[src/pst_cfg.svh]
// Constants for the program space table access path
`ifndef PST_CFG_SVH
`define PST_CFG_SVH
`define PST_PAGE_W 8
`define PST_CFG_SPACE_BIT 7
`define PST_OFFS_W 16
`define PST_PADDR_W 24
`define PST_LOW_W 16
`define PST_HIGH_W 8
`define PST_RD_LATENCY 2
`define PST_PAGE_RESET 8'h00
`endif

[src/pst_pkg.sv]
// Types for the program space table access path
`include "pst_cfg.svh"
package pst_pkg;
   typedef enum logic [1:0] {
      PST_OP_READ_LOW,
      PST_OP_READ_HIGH,
      PST_OP_WRITE_LOW,
      PST_OP_WRITE_HIGH
   } pst_op_t;
   typedef struct packed {
      pst_op_t op;
      logic byte_mode;
      logic [`PST_OFFS_W-1:0] offset;
      logic [15:0] wdata;
   } pst_req_t;
   typedef struct packed {
      logic [`PST_PADDR_W-1:0] addr;
      logic cfg_space;
      logic high_space;
      logic [1:0] lane_en;
      logic [15:0] wdata;
   } pst_mem_t;
endpackage

[src/pst_lane_fmt.sv]
// Formats one program memory read into the destination data word
`timescale 1ns/1ns
`include "pst_cfg.svh"
module pst_lane_fmt (
   input wire logic high_in,
   input wire logic byte_mode_in,
   input wire logic byte_sel_in,
   input wire logic [`PST_LOW_W-1:0] low_word_in,
   input wire logic [`PST_HIGH_W-1:0] high_byte_in,
   output logic [15:0] data_out
);
   logic [15:0] src;
   always_comb begin
      // Upper space is a 16-bit word whose top byte is phantom zero
      if (high_in) begin
         src = {8'h00, high_byte_in};
      end else begin
         src = low_word_in;
      end
      if (!byte_mode_in) begin
         data_out = src;
      end else if (byte_sel_in) begin
         data_out = {8'h00, src[15:8]};
      end else begin
         data_out = {8'h00, src[7:0]};
      end
   end
endmodule

[src/pst_table_access.sv]
// Table read and write path between core and program memory
`timescale 1ns/1ns
`include "pst_cfg.svh"
module pst_table_access #(
   parameter int RD_LATENCY = `PST_RD_LATENCY
) (
   input wire logic clock_in,
   input wire logic rst_in,
   input wire logic req_valid_in,
   input wire pst_pkg::pst_req_t req_in,
   input wire logic page_we_in,
   input wire logic [`PST_PAGE_W-1:0] page_wdata_in,
   input wire logic [`PST_LOW_W-1:0] mem_low_in,
   input wire logic [`PST_HIGH_W-1:0] mem_high_in,
   output logic req_ready_out,
   output logic done_out,
   output logic [15:0] rdata_out,
   output logic [`PST_PAGE_W-1:0] table_page_select_out,
   output logic mem_rd_out,
   output logic mem_wr_out,
   output pst_pkg::pst_mem_t mem_out
);
   typedef enum logic [1:0] {
      PST_IDLE,
      PST_WAIT,
      PST_DONE
   } pst_state_t;
   typedef struct packed {
      pst_state_t state;
      logic [`PST_PAGE_W-1:0] page;
      pst_pkg::pst_mem_t mem;
      logic rd;
      logic wr;
      logic is_write;
      logic byte_mode;
      logic byte_sel;
      logic [3:0] cnt;
      logic [15:0] rdata;
   } pst_regs_t;
   pst_regs_t r_q;
   pst_regs_t r_d;
   logic [15:0] fmt_data;
   logic is_high;
   logic is_wr;

   assign is_high = (req_in.op == pst_pkg::PST_OP_READ_HIGH) ||
      (req_in.op == pst_pkg::PST_OP_WRITE_HIGH);
   assign is_wr = (req_in.op == pst_pkg::PST_OP_WRITE_LOW) ||
      (req_in.op == pst_pkg::PST_OP_WRITE_HIGH);

   pst_lane_fmt u_fmt (
      .high_in(r_q.mem.high_space),
      .byte_mode_in(r_q.byte_mode),
      .byte_sel_in(r_q.byte_sel),
      .low_word_in(mem_low_in),
      .high_byte_in(mem_high_in),
      .data_out(fmt_data)
   );

   always_comb begin
      r_d = r_q;
      r_d.rd = 1'b0;
      r_d.wr = 1'b0;
      if (page_we_in) begin
         r_d.page = page_wdata_in;
      end
      unique case (r_q.state)
         PST_IDLE: begin
            if (req_valid_in) begin
               // Page concatenated above offset: word address, step of 2
               r_d.mem.addr = {r_q.page, req_in.offset[15:1], 1'b0};
               r_d.mem.cfg_space = r_q.page[`PST_CFG_SPACE_BIT];
               r_d.mem.high_space = is_high;
               r_d.byte_sel = req_in.offset[0];
               r_d.byte_mode = req_in.byte_mode;
               r_d.is_write = is_wr;
               // Byte writes steer the byte to its lane
               if (req_in.byte_mode) begin
                  r_d.mem.lane_en = req_in.offset[0] ? 2'h2 : 2'h1;
                  r_d.mem.wdata = {req_in.wdata[7:0], req_in.wdata[7:0]};
               end else begin
                  r_d.mem.lane_en = 2'h3;
                  r_d.mem.wdata = req_in.wdata;
               end
               // Phantom byte of upper space is never written
               if (is_high) begin
                  r_d.mem.lane_en[1] = 1'b0;
               end
               r_d.rd = !is_wr;
               r_d.wr = is_wr;
               r_d.cnt = 4'(RD_LATENCY - 1);
               r_d.state = PST_WAIT;
            end
         end
         PST_WAIT: begin
            // Memory data sampled after fixed latency
            if (r_q.cnt == 4'h0) begin
               if (!r_q.is_write) begin
                  r_d.rdata = fmt_data;
               end
               r_d.state = PST_DONE;
            end else begin
               r_d.cnt = r_q.cnt - 4'h1;
            end
         end
         PST_DONE: begin
            r_d.state = PST_IDLE;
         end
      endcase
   end

   always_ff @(posedge clock_in) begin
      if (rst_in) begin
         r_q <= '0;
         r_q.page <= `PST_PAGE_RESET;
         r_q.state <= PST_IDLE;
      end else begin
         r_q <= r_d;
      end
   end

   assign req_ready_out = (r_q.state == PST_IDLE);
   assign done_out = (r_q.state == PST_DONE);
   assign rdata_out = r_q.rdata;
   assign table_page_select_out = r_q.page;
   assign mem_rd_out = r_q.rd;
   assign mem_wr_out = r_q.wr;
   assign mem_out = r_q.mem;
endmodule

[config.mk]
export PLATFORM = sky130hd
export DESIGN_NAME = pst_table_access
export DESIGN_NICKNAME = d
export VERILOG_FILES = /design/src/pst_pkg.sv /design/src/pst_lane_fmt.sv /design/src/pst_table_access.sv
export VERILOG_INCLUDE_DIRS = /design/src
export SDC_FILE = /design/constraint.sdc
export NUM_CORES = 1
export LEC_CHECK = 0
export BUFFER_PORTS_ARGS = -buffer_cell sky130_fd_sc_hd__buf_2
export CAP_MARGIN = 20
export CORE_UTILIZATION = 45
export DETAILED_ROUTE_END_ITERATION = 12
export PLACE_DENSITY = 0.74
export SYNTH_ARGS = -nofsm -noshare
export SYNTH_HDL_FRONTEND = slang
export SYNTH_SLANG_ARGS = --single-unit
[constraint.sdc]
create_clock -name clock_in -period 1.79 [get_ports clock_in]
set_clock_uncertainty 0.15 [all_clocks]
set_input_delay 0.358 -clock clock_in [delete_from_list [all_inputs] [get_ports clock_in]]
set_output_delay 0.358 -clock clock_in [all_outputs]
set_load 0.01 [all_outputs]
Yosys cells after proc, flatten, opt, wreduce, memory -nomap -nowiden
Index checks and enable logic that the tools add are counted.
{ "classes": {"n_addsub": 1, "eq_ne": 8, "muxes": 12, "bitwise_logic": 3, "reduce_logical": 11} }
{ "ops": {"columns": ["operator", "count"], "rows": [
  ["2-to-1 mux 16 bit", 2],
  ["2-to-1 mux 18 bit", 1],
  ["2-to-1 mux 4 bit", 2],
  ["2-to-1 mux 8 bit", 1],
  ["case mux 4 bit (2 select lines)", 1],
  ["== test 2 bit, second input constant", 3],
  ["2-to-1 mux 2 bit", 3],
  ["inequality test 2 bit, second input constant", 3],
  ["case mux 2 bit (3 select lines)", 1],
  ["AND reduction 3 bit", 2],
  ["== test 2 x 1 -> 1 bit, second input constant", 2],
  ["logical NOT 4 bit", 1],
  ["AND reduction 2 bit", 2],
  ["subtractor 4 x 1 -> 4 bit, second input constant", 1],
  ["NOT 1 bit", 3],
  ["OR reduction 3 bit", 1],
  ["logical NOT 2 bit", 1],
  ["logical OR 1 bit", 2],
  ["nonzero test 2 bit", 1],
  ["logical NOT 1 bit", 1],
  ["2-to-1 mux 1 bit", 1]
]} }
{ "totals": {"regBits": 78, "inputBits": 71, "output_inout_bits": 72} }

Depth between registers and ports, before layout
Gate-level depths: netlist of run 1.
{ "depth": {"depth_word": 3, "ltp_mapped": 8, "depth_no_buf": 6} }

Modules after synthesis
Synthesis of run 1 repeated with hierarchy kept, for this count alone.
{ "hier_totals": {"cells_unflattened": 434, "hier_area_um2": 3784.9} }
{ "modules_own_cells": {"columns": ["module", "instances", "cells_per_inst", "area_per_inst_um2", "seq_area_each_um2"], "rows": [
  ["pst_table_access", 1, 395, 3448.3, 1541.5],
  ["pst_lane_fmt", 1, 39, 336.6, 0.0]
]} }

Least setup slack after synthesis of run 1
No wires, ideal clock.
{ "synth_timing": {"path_kind": "reg-to-reg", "startpoint": "register r_q[77] (netlist bit)", "endpoint": "register r_q (netlist bit mem_out[16])", "setup_time_ns": 0.091, "t_arrival_ns": 1.367, "path_slack_ns": 0.182, "path_stages_with_launch": 7, "n_path_buf": 2, "synth_period_minus_slack_ns": 1.608, "cell_sequence": "dfxtp_1 -> inv_1 -> ha_1 -> and2_1 -> buf_2 -> buf_2 -> a311oi_1"} }
{ "synth_via": {"elab_chain_cells": 2} }
{ "synth_rtl": {"columns": ["element", "line", "rtl"], "rows": [
  ["start, declared", "pst_table_access.sv:40", "pst_regs_t r_q;"],
  ["start signal, assigned", "pst_table_access.sv:118", "r_q <= r_d;"],
  ["logical NOT 2 bit", null, null],
  ["net req_ready_out", "pst_table_access.sv:15", "output logic req_ready_out,"],
  ["AND reduction 2 bit (no source line)", null, null]
]} }
The timed path passes the listed nets, and every way through them passes these cells.
A chain may end at the register's enable or synchronous reset.

Worst setup path after layout of run 1
{ "layout_timing": {"startpoint": "register r_q[16] (netlist bit)", "endpoint": "register r_q[16] (netlist bit)"} }
{ "layout_via": {"elab_chain_cells": 3, "word_cells_on_any_way": 6, "classes_between": "add/sub: 1; eq/ne: 1; mux: 2; reduce/logical: 2"} }
{ "layout_rtl": {"columns": ["element", "line"], "rows": [
  ["subtractor 4 x 1 -> 4 bit / logical NOT 4 bit (equally long branches)", "pst_table_access.sv:103, pst_table_access.sv:97"],
  ["2-to-1 mux 4 bit / inequality test 2 bit (equally long branches)", null],
  ["case mux 4 bit (2 select lines) / AND reduction 3 bit (equally long branches)", null]
]} }
Parallel ways exist; a longest one is shown, timed or not. The select of a mux whose other input is x is not followed.

==> run_results.csv, run 1 <==
group,metric,value,unit
setup_path,critical_path_class,"reg -> reg",
power_and_ir_drop,swShare,37.2,%
die,fp-row-count,32,
route,drcViolationCount,0,
power_and_ir_drop,p_sw,2.11,mW
yosys,synth_edf_count,0,
cells_and_area,drive_gt1_share,39.5,%
setup_path,crit_chain,"inv_2, ha_2, or3b_4, nand3_1, o21ai_0, a221oi_1",
power_and_ir_drop,p_clk_share,20.4,%
worst_hold_path,holdCritPathClass,"in -> reg",
cells_and_area,num_antenna_cells,0,
placement,place_hpwl,5670,µm
route,routed_wl,7810,µm
power_and_ir_drop,p_seq_share,40.2,%
cells_and_area,fin_cells,608,
setup_path,cp-end-kind,"register",
cts,hold_buffers,0,
cells_and_area,final.fill_count,772,
cts,clk_pin_slew,0.07,ns
die,die_w,92.8,µm
yosys,ys_warn_count,0,
die,dieArea,8620,µm²
route,wl_per_cell,12.9,µm
yosys,syn_avg_cell_area,8.55,µm²
sta,setup-violations-final,0,
sta,hold_violations,0,
yosys,synthCells,434,
cells_and_area,syn2layout_area_growth,13.6,%
route,postRouteAntennaNets,0,
cells_and_area,postLayoutCoreUtil,53.7,%
die,initial_utilization,47.3,%
yosys,ys.flop_type,"dfxtp_1",
yosys,synth_area,3710,µm²
cts,cts_tree,"done",
placement,portBuffers,141,
cells_and_area,fin_nets,578,
global_routing,grtUsageMet1,20.4,%
setup_path,slowest_stage,"or3b_4",
setup_path,cp.required,1.88,ns
cts,clock_sinks,77,
setup_path,cp-start-kind,"register",
global_routing,grt.total_usage,18.0,%
setup_path,critPathTopFamily,"simple AND/OR/NAND/NOR gates",
cells_and_area,most-common-layout-cells,"buf_2 (141), nand2_1 (82), dfxtp_1 (76)",
yosys,synth_cell_types,35,
placement,routabilityCongestion,0.781,
cts,cts-root-buf,"clkbuf_8",
power_and_ir_drop,combPwrFrac,39.4,%
die,core,7850,µm²
power_and_ir_drop,p_int,3.57,mW
cells_and_area,final_common_cell,"buf_2",
route,drt_iter0_markers,67,
cts,numCtsBuffers,9,
job,max_cap_viol_count,0,
route,dr.pass1.iters,4,
outcome,outcome,"finished, final reports clean",
sta,tns,0,ns
global_routing,antenna_found_initial,0,
global_routing,grt_pass1_vias,2813,
route,via_per_inst,4.94,
cts,htreeDepth,3,
global_routing,grt_max_degree,38,
global_routing,global_route.peak_usage_layer,"met2",
power_and_ir_drop,max-vdd-ir-drop,630,µV
yosys,synth.yosys.seq_area_share,41.5,%
setup_path,crit_path_max_fanout,4,
global_routing,grtUsageMet3,5.99,%
yosys,ys_seq_elements,77,
placement,dpl.cell_count,593,
die,ioPinCount,143,
sta,min_period,1.69,ns
sta,period_share,94.6,%
yosys,async_reset_ff_share,0,%
sta,finalMaxSlewViolations,0,
yosys,syn_nets,510,
power_and_ir_drop,power.density,1350,nW/µm²
sta,fmaxAchievable,590,MHz
global_routing,use_met2,30.8,%
setup_path,crit_buf_inv,1,
die,die_y,92.8,µm
route,via_count,3006,
cts,cts_buffer_depth,2,
global_routing,gr-total-overflow,0,
setup_path,max_stage_delay,0.40,ns
cts,clkLatencyLatePin,0.34,ns
global_routing,grt_pass1_wl,12300,µm
power_and_ir_drop,leakage,1.91,nW
setup_path,arrival,1.78,ns
## cell usage after synthesis (7+ instances only)
library cell	count	area share, %
nand2_1	82	8.3
dfxtp_1	77	42
buf_4	68	14
a21oi_1	46	6.2
nor2_1	28	2.8
a211oi_1	17	3.4
mux2i_1	17	4.6
buf_2	14	1.9
nor3b_1	11	2.2
clkbuf_1	10	1.0
mux2_2	8	2.4
nand3_1	7	0.94
## flip-flops by register name, indices dropped and copies added (netlist names)
signal and cells:
mem_out 42, rdata_out 16, r_q 9, table_page_select_out 8, mem_rd_out 1, mem_wr_out 1
## layer usage
layer	wire length, µm	vias up
met1	3380	1365
met3	544	12
met5	0	-
met2	3760	118
li1	-	1511
met4	130	0
## what timing repair did
| item | CTS | global route |
|---|---|---|
| buffers inserted | 0 | 0 |
| setup endpoints to repair | 0 | 16 |
| gates resized for setup | 0 | 9 |
## logic make-up (layout without fill, tap and decap cells)
kind of cell               Yosys count  count (layout)  share of synthesized area [%]
AOI/OAI and AO/OA                   72              72                           11.5
buffers and inverters              100             172                           18.3
muxes                               25              25                           7.01
DFF                                 77              77                           41.5
other                                1               1                          0.101
adders and majority gates            5               5                           1.69
and+or+nand+nor                    154             154                           19.9
## final timing paths
check                 endpoint          from  slack [ns]  cells past startpoint
setup / recovery       r_q[16]       r_q[16]         0.1                      6
hold reg to reg   rdata_out[9]  rdata_out[9]        0.30                      2
setup reg to reg       r_q[16]       r_q[16]         0.1                      6
hold / removal      mem_rd_out    req_in[34]        0.06                      2
## through the flow
step / worst slack (ns) / hold WS [ns] / cell area [µm²] / power (mW)
final: 0.0963 / 0.0560 / 4220 / 5.68
after global placement: 0.147 / 0.289 / 4020 / 4.42
after global routing: -0.0212 / 0.0430 / 4220 / 6.09
after detailed placement: 0.0950 / 0.294 / 4020 / 4.51
after floorplan: 0.182 / 0.282 / 3710 / 4.17
after CTS: 0.0224 / 0.0307 / 4200 / 5.69
## power groups by stage
stage	registers [mW]	clock network (mW)	logic (mW)
2_1_floorplan	2.27	0	1.90
3_3_place_gp	2.30	0	2.12
3_5_place_dp	2.31	0	2.20
4_1_cts	2.28	1.21	2.20
5_1_grt	2.32	1.28	2.49
6_report	2.28	1.16	2.24
## final cells by class
type	count	area, µm²	share of cell area [%]
Clock buffer	10	138	3.26
Tap cell	102	128	3.03
Multi-Input combinational cell	257	1510	35.8
Sequential cell	77	1540	36.6
Inverter	4	15.0	0.356
Timing Repair Buffer	153	846	20.1
Clock inverter	5	36.3	0.861
Note: power is estimated with default switching activity, not from simulation.
==> run 2: changes to the inputs <==
Settings changed: BUFFER_PORTS_ARGS -buffer_cell sky130_fd_sc_hd__buf_2 to not set, DONT_BUFFER_PORTS set to 1, PLACE_DENSITY 0.74 to 0.6.
==> run 2 against run 1 <==
  * Maximum frequency increased by 1.4%
  * Power decreased by 3.0%
  * Routed wire length decreased by 5.9%
  * Via count decreased by 16%
  * Highest routed layer unchanged
  * The run now ends with negative hold slack left
  * Sequential share of layout area increased by 5.8 points
  * Critical path type is now reg -> out
  * First-iteration DRC count increased by 37%
  * Cell area decreased by 14%
==> run_results.csv, run 2 (same netlist as run 1, synthesis figures left out) <==
group,metric,value,unit
global_routing,antenna_found_initial,0,
cts,numCtsBuffers,9,
cts,cts_buffer_depth,2,
global_routing,grt_max_degree,79,
cells_and_area,drive_gt1_share,16.4,%
route,postRouteAntennaNets,0,
cts,htreeDepth,3,
power_and_ir_drop,swShare,36.5,%
route,via_per_inst,5.34,
route,wl_met1,3150,µm
die,die_w,92.8,µm
die,die_y,92.8,µm
sta,finalMaxSlewViolations,0,
die,fp-row-count,32,
sta,fmaxAchievable,598,MHz
route,highest_layer,"met4",
power_and_ir_drop,max-vdd-ir-drop,650,µV
placement,dpl.cell_count,449,
cts,hold_buffers,9,
cells_and_area,syn2layout_area_growth,-1.89,%
global_routing,gr-total-overflow,0,
cells_and_area,final.fill_count,798,
setup_path,arrival,1.16,ns
cts,clk_pin_slew,0.08,ns
cells_and_area,fin_nets,443,
cells_and_area,largest_register_ffs,42,
job,max_cap_viol_count,0,
cells_and_area,postLayoutCoreUtil,46.4,%
setup_path,cp.required,1.28,ns
setup_path,critical_path_class,"reg -> out",
route,wl_met2,3380,µm
route,via_count,2532,
placement,routabilityCongestion,0.811,
power_and_ir_drop,p_sw,2.01,mW
power_and_ir_drop,power.density,1510,nW/µm²
cts,cts_tree,"done",
placement,portBuffers,0,
cells_and_area,most-common-layout-cells,"nand2_1 (82), dfxtp_1 (76), a21oi_1 (45)",
sta,setup-violations-final,0,
die,dieArea,8620,µm²
worst_hold_path,holdCritPathClass,"in -> reg",
global_routing,grt_pass1_vias,2358,
cells_and_area,num_antenna_cells,0,
sta,tns,0,ns
cells_and_area,fin_cells,474,
power_and_ir_drop,leakage,1.33,nW
global_routing,grt.total_usage,17.2,%
route,drcViolationCount,0,
die,core,7850,µm²
setup_path,crit_path_max_fanout,4,
die,initial_utilization,47.3,%
sta,rsz0062_at_grt,"false",
sta,period_share,93.4,%
outcome,violations,"negative hold slack",
route,drt_iter0_markers,92,
setup_path,cp-start-kind,"register",
setup_path,cp-end-kind,"primary output",
cts,post-cts-setup-buffers,0,
power_and_ir_drop,p_int,3.50,mW
route,wl_per_cell,15.5,µm
route,routed_wl,7360,µm
placement,place_hpwl,4920,µm
power_and_ir_drop,p_clk_share,23.3,%
power_and_ir_drop,p_seq_share,45.0,%
global_routing,grt_pass1_wl,11600,µm
sta,hold_violations,65,
sta,min_period,1.67,ns
route,wl_met3,720,µm
sta,whs,-0.0700,ns
power_and_ir_drop,combPwrFrac,31.7,%
cells_and_area,final_common_cell,"nand2_1",
outcome,outcome,"finished with violations",
cts,clock_sinks,77,
cts,cts-root-buf,"clkbuf_8",
cts,clkLatencyLatePin,0.35,ns
die,ioPinCount,143,
route,dr.pass1.iters,4,
## run 2: cell count changes in the layout (fill, tap and decap cells not counted), sizes merged
cell / delta
inv: -1
clkbuf: +1
bufinv: +1
buf: -144
dlygate4sd3: +9
## run 2: repair_timing
item | in CTS | in global routing
hold endpoints to repair | 77 | 69
gates resized for setup | 0 | 17
endpoints found under the setup margin | 0 | 27
## run 2: layout make-up
| class | count | area, µm² | share of cell area (%) |
|---|---|---|---|
| Sequential cell | 77 | 1540 | 42.4 |
| Tap cell | 102 | 128 | 3.50 |
| Clock inverter | 5 | 61.3 | 1.68 |
| Timing Repair Buffer | 18 | 208 | 5.70 |
| Multi-Input combinational cell | 257 | 1560 | 42.7 |
| Inverter | 4 | 15.0 | 0.412 |
| Clock buffer | 11 | 131 | 3.61 |
## run 2: final timing paths
| kind | cells past startpoint | start | slack [ns] | endpoint |
|---|---|---|---|---|
| worst max-delay path | 3 | r_q[78] | 0.12 | req_ready_out |
| worst min-delay path | 1 | rst_in | -0.07 | mem_out[39] |
| worst max register to register | 6 | r_q[16] | 0.16 | r_q[77] |
| worst min register to register | 2 | r_q[20] | 0.31 | r_q[20] |
## run 2: power groups by stage
| stage | combinational (mW) | clock (mW) | sequential (mW) |
|---|---|---|---|
| final | 1.75 | 1.29 | 2.48 |
| after global routing | 1.96 | 1.41 | 2.54 |
| after CTS | 1.65 | 1.33 | 2.48 |
| after detailed placement | 1.63 | 0 | 2.52 |
| after global placement | 1.58 | 0 | 2.51 |
| after floorplan | 1.90 | 0 | 2.27 |
## run 2: layer usage
metal  track usage (%)  up-vias
met5                 0        -
met2              26.6      102
met3              6.81        9
met4              6.92        0
met1              21.3     1179
li1                  -     1242
## run 2: metrics by stage
stage | hold WS (ns) | setup WS, ns | area [µm²] | power [mW]
6_report | -0.0700 | 0.119 | 3640 | 5.51
5_1_grt | -0.0983 | 0.0170 | 3640 | 5.91
4_1_cts | -0.0999 | 0.0208 | 3580 | 5.46
3_5_place_dp | 0.285 | 0.0326 | 3290 | 4.15
3_3_place_gp | 0.283 | 0.0927 | 3290 | 4.09
2_1_floorplan | 0.282 | 0.182 | 3710 | 4.17
## run 2: worst max-delay path: stages (launching register included)
cell     delay, ns
dfxtp_1       0.36
inv_1         0.07
ha_1          0.23
buf_4         0.17
==> run 3: changes to the inputs <==
Settings changed: SETUP_SLACK_MARGIN set to 0.5.
Clock period 1.79 ns to 1.7 ns, I/O delays scaled along.
==> run 3 against run 2 <==
  * The run still ends with negative hold slack left
  * Non-clock buffer count up 12
  * Setup slack worse by 0.014 ns
  * Die area unchanged
  * Sequential power up 12%
  * Sequential cell count unchanged
  * Critical endpoint is now mem_out[14]
  * Largest power group is now combinational logic
  * Highest routed layer unchanged
==> run_results.csv, run 3 (same netlist as run 1, synthesis figures left out) <==
group,metric,value,unit
die,core,7850,µm²
global_routing,gr-total-overflow,0,
sta,whs,-0.103,ns
sta,tns,0,ns
route,postRouteAntennaNets,0,
die,initial_utilization,47.3,%
placement,pre_cts_ws,0.0183,ns
power_and_ir_drop,p_seq_share,37.3,%
sta,setup-violations-final,0,
sta,finalMaxSlewViolations,0,
cells_and_area,final.fill_count,666,
placement,portBuffers,0,
setup_path,rr_startpoint,"r_q[78]",
sta,fin_ws,0.105,ns
power_and_ir_drop,p_clk_share,18.3,%
cts,cts_tree,"done",
route,drcViolationCount,0,
global_routing,grt.total_usage,18.0,%
cts,numCtsBuffers,9,
placement,routabilityCongestion,0.755,
cts,clkLatencyLatePin,0.34,ns
placement,place_hpwl,5020,µm
cts,htreeDepth,3,
setup_path,slowest_stage,"dfxtp_4",
route,wl_per_cell,17.2,µm
global_routing,antenna_found_initial,0,
cells_and_area,multiInputGateArea,2070,µm²
sta,min_period,1.60,ns
cells_and_area,num_antenna_cells,0,
cts,cts-root-buf,"clkbuf_8",
sta,period_share,93.9,%
cts,clock_sinks,77,
power_and_ir_drop,p_sw,2.76,mW
sta,rsz0062_at_grt,"true",
setup_path,reg2reg_slack,0.10,ns
cells_and_area,stdcell_area,4590,µm²
global_routing,grt_pass1_vias,2519,
global_routing,grt_pass1_wl,12200,µm
power_and_ir_drop,p_int,4.69,mW
cells_and_area,fin_nets,457,
outcome,outcome,"finished with violations",
die,dieArea,8620,µm²
cts,clk_pin_slew,0.09,ns
cells_and_area,postLayoutCoreUtil,58.5,%
setup_path,arrival,1.69,ns
cts,cts_buffer_depth,2,
setup_path,critical_path_class,"reg -> reg",
worst_hold_path,hold_depth,1,
power_and_ir_drop,power.density,1620,nW/µm²
cells_and_area,largest_register_ffs,42,
setup_path,crit_chain,"inv_4, ha_4, and2_4, buf_12, nor2_2, a211oi_2",
placement,place_area,3430,µm²
sta,fmaxAchievable,627,MHz
route,drt_iter0_markers,54,
cells_and_area,final_common_cell,"nand2_1",
route,dr.pass1.iters,4,
setup_path,reg2reg_to,"mem_out[14]",
die,die_y,92.8,µm
cells_and_area,syn2layout_area_growth,23.6,%
setup_path,cp.required,1.80,ns
worst_hold_path,holdCritPathClass,"in -> reg",
setup_path,cp-start-kind,"register",
cells_and_area,most-common-layout-cells,"nand2_1 (65), dfxtp_2 (45), dfxtp_4 (27)",
cts,hold_buffers,1,
route,via_count,2655,
route,via_per_inst,5.44,
power_and_ir_drop,combPwrFrac,44.5,%
route,routed_wl,8410,µm
outcome,violations,"negative hold slack",
die,die_w,92.8,µm
die,ioPinCount,143,
setup_path,crit_path_max_fanout,7,
power_and_ir_drop,max-vdd-ir-drop,590,µV
power_and_ir_drop,swShare,37.0,%
setup_path,max_stage_delay,0.37,ns
global_routing,grt_max_degree,79,
setup_path,cp-end-kind,"register",
power_and_ir_drop,leakage,1.68,nW
sta,hold_violations,76,
cells_and_area,drive_gt1_share,60.4,%
job,max_cap_viol_count,0,
die,fp-row-count,32,
worst_hold_path,min_to,"mem_out[31]",
worst_hold_path,hold_start,"rst_in",
setup_path,r2r_cells,6,
cells_and_area,regArea,1700,µm²
[run 3: cell type report]
type / count / share of cell area [%]
inverters: 4 / 0.436
clock inverters: 5 / 1.34
repair buffers: 30 / 10.5
clock buffers: 11 / 2.86
multi-input cells: 259 / 45.0
flip-flops and latches: 77 / 37.0
well taps: 102 / 2.78
[run 3: timing repair]
action | CTS | global route
resized for setup | 113 | 90
cloned | 4 | 4
setup buffers | 13 | 3
endpoints found under the setup margin | 140 | 137
endpoints found under the hold margin | 77 | 77
pin swaps | 28 | 33
[run 3: critical path, delay by kind of cell (launching register included)]
family          cells  cell delay (ns)
flops               1             0.37
simple gates        2             0.36
buf+inv             2             0.22
fa+ha+maj           1             0.21
compound gates      1             0.19
[run 3: through the flow]
stage                     hold slack (ns)  power (mW)  cells
after floorplan                     0.268        4.80    434
after global placement              0.265        4.63    447
after detailed placement            0.266        4.70    447
after CTS                          -0.114        6.80    481
after global routing               -0.123        7.88    488
final                              -0.103        7.44    488
[run 3: power groups by stage]
stage          Sequential [mW]  Combinational (mW)  Clock [mW]
2_1_floorplan             2.42                2.38           0
3_3_place_gp              2.68                1.95           0
3_5_place_dp              2.69                2.01           0
4_1_cts                   2.74                2.66        1.40
5_1_grt                   2.82                3.58        1.48
6_report                  2.77                3.31        1.36
[run 3: metal layers]
metal  track usage [%]  vias to the layer above  wire, µm
met4              5.77                        0       136
met1              21.6                     1282      3490
met2              30.3                       82      4200
li1                  -                     1278         -
met5                 0                        -         0
met3              5.91                       13       581
[run 3: worst max path at each step]
stage,slack [ns],start,endpoint,depth (start not counted)
final,0.10,r_q[78],mem_out[14],6
after global routing,0.02,r_q[78],mem_out[9],6
after CTS,0.15,r_q[17],r_q[16],6
after detailed placement,0.02,r_q[16],rdata_out[3],6
after global placement,0.1,r_q[16],rdata_out[5],6
after floorplan,0.21,r_q[16],r_q[16],6
